**config.mk**
```make
export PLATFORM = sky130hd
export DESIGN_NAME = iep_irq_ctrl
export DESIGN_NICKNAME = d
export VERILOG_FILES = /design/src/logic/iep_pkg.sv /design/src/logic/iep_level_pick.sv /design/src/logic/iep_irq_ctrl.sv
export SDC_FILE = /design/constraint.sdc
export NUM_CORES = 1
export LEC_CHECK = 0
export BUFFER_PORTS_ARGS = -buffer_cell sky130_fd_sc_hd__buf_4
export CAP_MARGIN = 20
export CORE_MARGIN = 2
export CORE_UTILIZATION = 58
export CTS_CLUSTER_DIAMETER = 100
export CTS_CLUSTER_SIZE = 20
export DETAILED_ROUTE_END_ITERATION = 16
export HOLD_SLACK_MARGIN = 0.03
export PLACE_DENSITY = 0.85
export SLEW_MARGIN = 20
export SYNTH_ARGS = -nofsm -noshare
export SYNTH_HDL_FRONTEND = slang
export SYNTH_SLANG_ARGS = --single-unit
```
**constraint.sdc**
```tcl
create_clock -name clk_sys_in -period 3.5 [get_ports clk_sys_in]
set_input_delay 0.7 -clock clk_sys_in [delete_from_list [all_inputs] [get_ports clk_sys_in]]
set_output_delay 0.7 -clock clk_sys_in [all_outputs]
set_load 0.005 [all_outputs]
```
**src/logic/iep_pkg.sv**
```systemverilog
/*
 * Package for the interrupt enable and priority block: register offsets,
 * field positions, reset values, source order and carrier structs.
 * Assumes an 8-bit special-function register space.
 */
package iep_pkg;

    localparam int NUM_SRC = 6;

    // Register offsets
    localparam logic [7:0] IRQ_ENABLE_MASK_ADDR = 8'hA8;
    localparam logic [7:0] IRQ_PRIO_UPPER_ADDR = 8'hB7;
    localparam logic [7:0] IRQ_PRIO_LOWER_ADDR = 8'hB8;
    localparam logic [7:0] IRQ_STATUS_ADDR = 8'hB9;

    // Enable register fields
    localparam int GLOBAL_IRQ_GATE_BIT = 7;
    localparam int ENABLE_RSVD_BIT = 6;
    localparam int TMR2_OVF_EN_BIT = 5;
    localparam int SERIAL_IRQ_ON_BIT = 4;
    localparam int TMR1_OVF_EN_BIT = 3;
    localparam int EXT1_IRQ_EN_BIT = 2;
    localparam int TMR0_OVF_EN_BIT = 1;
    localparam int EXT0_IRQ_EN_BIT = 0;

    // Source indices, also the fixed polling order (lowest index first)
    localparam int SRC_EXT0 = 0;
    localparam int SRC_TMR0 = 1;
    localparam int SRC_EXT1 = 2;
    localparam int SRC_TMR1 = 3;
    localparam int SRC_SERIAL = 4;
    localparam int SRC_TMR2 = 5;

    // Reset values
    localparam logic [7:0] IRQ_ENABLE_MASK_RST = 8'h00;
    localparam logic [7:0] IRQ_PRIO_UPPER_RST = 8'h00;
    localparam logic [7:0] IRQ_PRIO_LOWER_RST = 8'h00;

    // Reserved bits read back as this value
    localparam logic RSVD_READ_VAL = 1'b0;

    localparam logic [2:0] NO_SRC = 3'h7;

    typedef struct packed {
        logic [7:0] addr;
        logic [7:0] wdata;
        logic wr;
        logic rd;
        logic bit_op;
        logic [2:0] bit_sel;
    } iep_bus_req_t;

    typedef struct packed {
        logic valid;
        logic [2:0] src;
        logic [1:0] level;
    } iep_grant_t;

endpackage : iep_pkg

```
**src/logic/iep_level_pick.sv**
```systemverilog
/*
 * Picks the first requesting source, in polling order, among those at one
 * priority level. Assumes one-hot-free request vector of NUM requesters.
 */
`timescale 1ns/100ps
module iep_level_pick #(
    parameter int NUM = 6
) (
    // Requests
    input wire logic [NUM-1:0] req_in,
    input wire logic [NUM*2-1:0] level_in,
    input wire logic [1:0] want_level_in,
    // Result
    output logic hit_out,
    output logic [2:0] src_out
);

    // Code 7 is the no-source answer, so at most seven requesters
    if (NUM < 1 || NUM > 7) begin : g_bad_num
        $error("iep_level_pick: NUM out of range");
    end

    always_comb begin
        hit_out = 1'b0;
        src_out = iep_pkg::NO_SRC;
        for (int i = NUM - 1; i >= 0; i--) begin
            if (req_in[i] && level_in[i*2 +: 2] == want_level_in) begin
                hit_out = 1'b1;
                src_out = 3'(i);
            end
        end
    end

endmodule : iep_level_pick

```
**src/logic/iep_irq_ctrl.sv**
```systemverilog
/*
 * Interrupt enable and priority configuration with request arbitration.
 * Assumes a core sequencer that acknowledges the granted source and tells
 * the block when a service routine returns; requests are level flags.
 */
// Added by the designer: the address-and-strobe port.
`timescale 1ns/100ps
module iep_irq_ctrl #(
    parameter int NUM_SRC = iep_pkg::NUM_SRC
) (
    // Clock and reset
    input wire logic clk_sys_in,
    input wire logic reset_in,
    // Register port
    input wire iep_pkg::iep_bus_req_t bus_in,
    output logic [7:0] rdata_out,
    // Peripheral request flags
    input wire logic [NUM_SRC-1:0] src_req_in,
    // Core sequencer
    input wire logic grant_ack_in,
    input wire logic service_done_in,
    output iep_pkg::iep_grant_t grant_out,
    output logic [7:0] status_out
);

    ////////////////////////////////////////////////////////////////////////
    // Elaboration checks

    // Gating and level wiring are written for six sources
    if (NUM_SRC != 6) begin : g_bad_num_src
        $error("iep_irq_ctrl: exactly six sources are supported");
    end
    // Read mux places the gate and the spare bit by hand
    if (iep_pkg::GLOBAL_IRQ_GATE_BIT != 7 || iep_pkg::ENABLE_RSVD_BIT != 6) begin : g_bad_layout
        $error("iep_irq_ctrl: enable register layout not served");
    end
    // Shared offsets would let one write land in two registers
    if (iep_pkg::IRQ_ENABLE_MASK_ADDR == iep_pkg::IRQ_PRIO_UPPER_ADDR ||
        iep_pkg::IRQ_ENABLE_MASK_ADDR == iep_pkg::IRQ_PRIO_LOWER_ADDR ||
        iep_pkg::IRQ_PRIO_UPPER_ADDR == iep_pkg::IRQ_PRIO_LOWER_ADDR) begin : g_bad_map
        $error("iep_irq_ctrl: register offsets overlap");
    end
    // No-source code must never name a real source
    if (int'(iep_pkg::NO_SRC) < NUM_SRC) begin : g_bad_no_src
        $error("iep_irq_ctrl: no-source code collides with a source");
    end

    ////////////////////////////////////////////////////////////////////////
    // Registers

    logic [7:0] enable_ff;
    logic [7:0] nxt_enable;
    logic [5:0] prio_upper_ff;
    logic [5:0] nxt_prio_upper;
    logic [5:0] prio_lower_ff;
    logic [5:0] nxt_prio_lower;
    logic [3:0] active_ff;
    logic [3:0] nxt_active;
    logic [1:0] cur_level;
    logic in_service;

    // Whole-byte write, or single-bit set/clear on bit_sel with wdata[0]
    function automatic logic [7:0] apply_write(input logic [7:0] old,
                                               input iep_pkg::iep_bus_req_t b);
        logic [7:0] r;
        r = old;
        if (b.bit_op) begin
            r[b.bit_sel] = b.wdata[0];
        end else begin
            r = b.wdata;
        end
        return r;
    endfunction : apply_write

    // Address decodes shared by the three write paths
    logic hit_enable;
    logic hit_upper;
    logic hit_lower;

    assign hit_enable = bus_in.addr == iep_pkg::IRQ_ENABLE_MASK_ADDR;
    assign hit_upper = bus_in.addr == iep_pkg::IRQ_PRIO_UPPER_ADDR;
    assign hit_lower = bus_in.addr == iep_pkg::IRQ_PRIO_LOWER_ADDR;

    always_comb begin
        nxt_enable = enable_ff;
        if (bus_in.wr && hit_enable) begin
            nxt_enable = apply_write(enable_ff, bus_in);
        end
        // Reserved bit never stored, so a stray one cannot matter
        nxt_enable[iep_pkg::ENABLE_RSVD_BIT] = 1'b0;
    end

    always_comb begin
        logic [7:0] tmp;
        tmp = {2'h0, prio_upper_ff};
        nxt_prio_upper = prio_upper_ff;
        // Upper priority register is byte-wide only
        if (bus_in.wr && !bus_in.bit_op && hit_upper) begin
            tmp = bus_in.wdata;
            nxt_prio_upper = tmp[5:0];
        end
    end

    always_comb begin
        logic [7:0] tmp;
        tmp = apply_write({2'h0, prio_lower_ff}, bus_in);
        nxt_prio_lower = prio_lower_ff;
        if (bus_in.wr && hit_lower) begin
            nxt_prio_lower = tmp[5:0];
        end
    end

    always_ff @(posedge clk_sys_in) begin
        if (reset_in) begin
            enable_ff <= iep_pkg::IRQ_ENABLE_MASK_RST;
        end else begin
            enable_ff <= nxt_enable;
        end
    end

    always_ff @(posedge clk_sys_in) begin
        if (reset_in) begin
            prio_upper_ff <= iep_pkg::IRQ_PRIO_UPPER_RST[5:0];
            prio_lower_ff <= iep_pkg::IRQ_PRIO_LOWER_RST[5:0];
        end else begin
            prio_upper_ff <= nxt_prio_upper;
            prio_lower_ff <= nxt_prio_lower;
        end
    end

    ////////////////////////////////////////////////////////////////////////
    // Gating and level formation

    logic [5:0] src_en;
    logic [5:0] gated_req;
    logic [11:0] levels;

    always_comb begin
        src_en = '0;
        src_en[iep_pkg::SRC_EXT0] = enable_ff[iep_pkg::EXT0_IRQ_EN_BIT];
        src_en[iep_pkg::SRC_TMR0] = enable_ff[iep_pkg::TMR0_OVF_EN_BIT];
        src_en[iep_pkg::SRC_EXT1] = enable_ff[iep_pkg::EXT1_IRQ_EN_BIT];
        src_en[iep_pkg::SRC_TMR1] = enable_ff[iep_pkg::TMR1_OVF_EN_BIT];
        src_en[iep_pkg::SRC_SERIAL] = enable_ff[iep_pkg::SERIAL_IRQ_ON_BIT];
        src_en[iep_pkg::SRC_TMR2] = enable_ff[iep_pkg::TMR2_OVF_EN_BIT];
        // Requests are level flags; a served source must drop its own
        // Gate first, then per-source enable
        if (enable_ff[iep_pkg::GLOBAL_IRQ_GATE_BIT]) begin
            gated_req = src_req_in & src_en;
        end else begin
            gated_req = '0;
        end
        for (int i = 0; i < 6; i++) begin
            levels[i*2 +: 2] = {prio_upper_ff[i], prio_lower_ff[i]};
        end
    end

    ////////////////////////////////////////////////////////////////////////
    // Arbitration: one picker per level, highest level wins

    logic [3:0] lvl_hit;
    logic [2:0] lvl_src [4];

    for (genvar g = 0; g < 4; g++) begin : g_lvl
        iep_level_pick #(
            .NUM(6)
        ) u_pick (
            .req_in(gated_req),
            .level_in(levels),
            .want_level_in(2'(g)),
            .hit_out(lvl_hit[g]),
            .src_out(lvl_src[g])
        );
    end

    logic win_valid;
    logic [2:0] win_src;
    logic [1:0] win_level;

    always_comb begin
        win_valid = 1'b0;
        win_src = iep_pkg::NO_SRC;
        win_level = 2'h0;
        for (int l = 0; l < 4; l++) begin
            if (lvl_hit[l]) begin
                win_valid = 1'b1;
                win_src = lvl_src[l];
                win_level = 2'(l);
            end
        end
    end

    ////////////////////////////////////////////////////////////////////////
    // Service tracking: one active bit per level, nested routines

    always_comb begin
        in_service = |active_ff;
        cur_level = 2'h0;
        for (int l = 0; l < 4; l++) begin
            if (active_ff[l]) begin
                cur_level = 2'(l);
            end
        end
    end

    logic may_grant;
    // Equal level waits for the return; only a strictly higher level nests
    assign may_grant = win_valid && (!in_service || win_level > cur_level);

    always_comb begin
        nxt_active = active_ff;
        // Return clears the highest active level; a new grant can stack above it
        if (service_done_in && in_service) begin
            nxt_active[cur_level] = 1'b0;
        end
        if (grant_ack_in && grant_out.valid) begin
            nxt_active[grant_out.level] = 1'b1;
        end
    end

    always_ff @(posedge clk_sys_in) begin
        if (reset_in) begin
            active_ff <= 4'h0;
        end else begin
            active_ff <= nxt_active;
        end
    end

    always_ff @(posedge clk_sys_in) begin
        if (reset_in) begin
            grant_out <= '0;
        end else if (grant_ack_in && grant_out.valid) begin
            // One-cycle gap lets the active level settle before the next offer
            grant_out <= '0;
        end else begin
            // Offer tracks the winner, so a withdrawn request drops it
            grant_out.valid <= may_grant;
            grant_out.src <= win_src;
            grant_out.level <= win_level;
        end
    end

    always_ff @(posedge clk_sys_in) begin
        if (reset_in) begin
            status_out <= 8'h00;
        end else begin
            status_out <= {2'h0, gated_req};
        end
    end

    ////////////////////////////////////////////////////////////////////////
    // Software status byte

    logic [7:0] status_rd;
    logic deep_level;

    always_comb begin
        // Coarse flag only: levels 2 and 3 share one code
        deep_level = active_ff[3] || active_ff[2];
        status_rd = 8'h00;
        status_rd[6] = in_service;
        status_rd[5:4] = deep_level ? 2'h3 : 2'h0;
        status_rd[2:0] = win_valid ? win_src : iep_pkg::NO_SRC;
    end

    ////////////////////////////////////////////////////////////////////////
    // Read port

    always_ff @(posedge clk_sys_in) begin
        if (reset_in) begin
            rdata_out <= 8'h00;
        end else if (bus_in.rd) begin
            case (bus_in.addr)
                iep_pkg::IRQ_ENABLE_MASK_ADDR: begin
                    rdata_out <= {enable_ff[7], iep_pkg::RSVD_READ_VAL,
                                  enable_ff[5:0]};
                end
                iep_pkg::IRQ_PRIO_UPPER_ADDR: begin
                    rdata_out <= {iep_pkg::RSVD_READ_VAL, iep_pkg::RSVD_READ_VAL,
                                  prio_upper_ff};
                end
                iep_pkg::IRQ_PRIO_LOWER_ADDR: begin
                    rdata_out <= {2'h0, prio_lower_ff};
                end
                iep_pkg::IRQ_STATUS_ADDR: begin
                    rdata_out <= status_rd;
                end
                default: begin
                    rdata_out <= 8'h00;
                end
            endcase
        end else begin
            rdata_out <= 8'h00;
        end
    end

endmodule : iep_irq_ctrl

```
==> flow_summary.json <==
{
  "finalSetupViolations": 0,
  "grt_antenna_before_repair": 0,
  "gp_congestion": 0.915,
  "worstSkewPairLatency_ns": 0.29,
  "ys_warn_count": 0,
  "fp.dieW_um": 68.9,
  "fin_ws_ns": 0.969,
  "grt_busiest_layer": "met2",
  "route.vias.total": 2456,
  "ant_nets": 0,
  "core_um2": 4030,
  "crit_path_frequent_cell": "a21oi_1",
  "holdBufCountCts": 0,
  "clockBufferDepth": 2,
  "slew_headroom_pct": 51.2,
  "initial_core_util_pct": 60.6,
  "synth_top_area_share_pct": 35.3,
  "synthArstFlopShare_pct": 0,
  "cts_root_buffer": "clkbuf_8",
  "maxCapViolations": 0,
  "synth.yosys.seq_area_share_pct": 35.3,
  "yosysTopAreaCell": "dfxtp_1",
  "fp-row-count": 23,
  "cp_slowest_cell": "dfxtp_1",
  "postSynthAreaPerCell_um2": 8.16,
  "leakagePower_nw": 1.05,
  "total_power_uw": 877,
  "dp_slack_ns": 0.817,
  "cts.clk_slew.worst_paths_ns": 0.08,
  "io_pins": 54,
  "ys_ff_latch": 43,
  "worstSetupPathType": "flip-flop to flip-flop",
  "finClkSkew_ns": 0.00263,
  "critical_path_required_ns": 3.71,
  "p_switching_uw": 212,
  "rsz0062_at_grt": "false",
  "clockPowerShare_pct": 35.4,
  "hold_viol": 0,
  "synth_common_cells": "43 x dfxtp_1, 32 x nand2_1, 31 x nor2_1",
  "hold_class": "flip-flop to flip-flop",
  "power_switching_share_pct": 24.1,
  "dieArea_um2": 4740,
  "critical_path_arrival_ns": 2.74,
  "post-route-period-util_pct": 72.3,
  "wire_per_inst_um": 16.3,
  "firstDrtPassIters": 6,
  "ir_drop_mv": 0.202,
  "fillCellCount": 347,
  "synth.area.top_cells": "dfxtp_1 35%, a21oi_1 5.3%, nand2_1 4.9%",
  "grt_start_max_net_pins": 28,
  "met1_usage_pct": 38.1,
  "ys.flop_type": "dfxtp_1",
  "syn_inst": 299,
  "diodes": 0,
  "numCtsBuffers": 5,
  "p_per_area_nw_per_um2": 304,
  "syn_to_final_growth_pct": 18.2,
  "drive_above_1_share_pct": 19.7,
  "cts_tree": "built",
  "io_buffers": 50,
  "yosysMostFrequentCell": "dfxtp_1",
  "wl_um": 6440,
  "tns_ns": 0,
  "grt_overflow_total": 0,
  "cts.htree.levels": 2,
  "synth_edf_count": 0,
  "internal-power_uw": 666,
  "fin_hold_ws_ns": 0.500,
  "cts_resized": 0,
  "slowest_delay_ns": 0.78,
  "first_iter_violations": 193,
  "crit_buf_inv": 0,
  "met2_usage_pct": 43.0,
  "seqPwrFrac_pct": 56.0,
  "slew_violations": 0,
  "postCtsSetupBuffers": 0,
  "grt_pass1_wl_um": 9780,
  "synth_cell_types": 57,
  "die-height_um": 68.9,
  "startpoint_type": "flip-flop",
  "synth_area_um2": 2440,
  "r2r_setup_slack_ns": 0.97,
  "nNetsFinal": 378,
  "tightest_slew_ns": 0.726,
  "use_met3_pct": 6.82,
  "status": "finished, final reports clean",
  "grt.total_usage_pct": 27.9,
  "grt_pass1_vias": 2038,
  "pwr-share-comb_pct": 8.5,
  "drc": 0,
  "crit_chain": "nand2_1 > o22ai_1 > nand4bb_1 > a21oi_1 > ha_1 > a21oi_1 > nor2_1 > a211oi_1",
  "period_needed_ns": 2.53,
  "path_max_fanout": 22,
  "hpwl_um": 4970,
  "cp-end-kind": "flip-flop",
  "via_per_inst": 6.22,
  "clock_sinks": 43,
  "cp_top_family": "compound AO/OA/AOI/OAI gates",
  "fmax_mhz": 395
}
## power groups by stage
stage               logic, mW  clock network [mW]  registers (mW)
CTS                    0.0743               0.308           0.491
global route           0.0818               0.324           0.492
finish                 0.0749               0.311           0.492
global placement       0.0722                   0           0.503
detailed placement     0.0741                   0           0.503
floorplan              0.0324                   0           0.503
## through the flow
| step | area (um^2) | instances | utilization, % |
|---|---|---|---|
| after floorplan | 2440 | 300 | - |
| after global placement | 2800 | 387 | 69.6 |
| after detailed placement | 2800 | 387 | 69.6 |
| after CTS | 2890 | 395 | 71.6 |
| after global routing | 2890 | 395 | 71.6 |
| final | 2890 | 395 | 71.6 |
## per-layer routing
layer	wire (um)	up-vias	share of wire, %
met5	0	-	0
met4	141	0	2.2
met3	670	15	10
met2	2900	124	45
met1	2720	1113	42
li1	-	1204	-
## cell type report
| type | count | area, um^2 | share of cell area, % |
|---|---|---|---|
| clock buffer | 7 | 76.3 | 2.65 |
| timing repair buffer | 50 | 375 | 13.0 |
| multi-input combinational | 235 | 1470 | 51.0 |
| tap | 50 | 62.6 | 2.17 |
| inverter | 9 | 33.8 | 1.17 |
| sequential | 43 | 861 | 29.8 |
| clock inverter | 1 | 5.00 | 0.173 |
## cells by family (layout without fill, tap and decap cells)
family | count (synthesis) | count (layout) | synth area share (%)
other cells | 1 | 2 | 0.154
simple gates | 130 | 130 | 29.9
mux | 10 | 10 | 4.15
buf+inv | 22 | 67 | 4.61
compound gates | 91 | 91 | 24.9
fa+ha+maj | 2 | 2 | 1.02
flops | 43 | 43 | 35.3
## flip-flops by register name, indices dropped and copies added (netlist names)
signal / count
prio_upper_ff: 6
active_ff: 4
rdata_out: 8
prio_lower_ff: 6
grant_out: 6
enable_ff: 7
status_out: 6
## worst reg2reg max path: stages (launching register included)
cell and delay, ns:
dfxtp_1 0.78, nand2_1 0.23, o22ai_1 0.32, nand4bb_1 0.28, a21oi_1 0.13, ha_1 0.31
a21oi_1 0.13, nor2_1 0.05, a211oi_1 0.23
## cells in the final DEF (no fill, tap or decap), drive strengths merged, types with 2 or more instances in the layout
master    n
buf      50
dfxtp    43
nand2    33
nor2     31
a21oi    26
a211oi   13
o21ai    13
nand2b   10
nand3     9
inv       9
mux2i     9
o22ai     7
nor3      7
clkbuf    7
nand3b    5
a22oi     5
nor2b     5
o211ai    5
nor4      5
nand4     4
and2      3
or3       3
and4b     2
and3b     2
o22a      2
and3      2
a2bb2oi   2
nor4b     2
a222oi    2
o32ai     2
a211o     2
o31ai     2
a221oi    2
ha        2
conb      2
or2       2
## final timing paths
path / startpoint / end / cells after the start
worst max-delay path: enable_ff[7] / grant_out[5] / 8
worst min-delay path: active_ff[0] / active_ff[0] / 2
worst max register to register: enable_ff[7] / grant_out[5] / 8
worst min register to register: active_ff[0] / active_ff[0] / 2
Note: power is estimated with default switching activity, not from simulation.
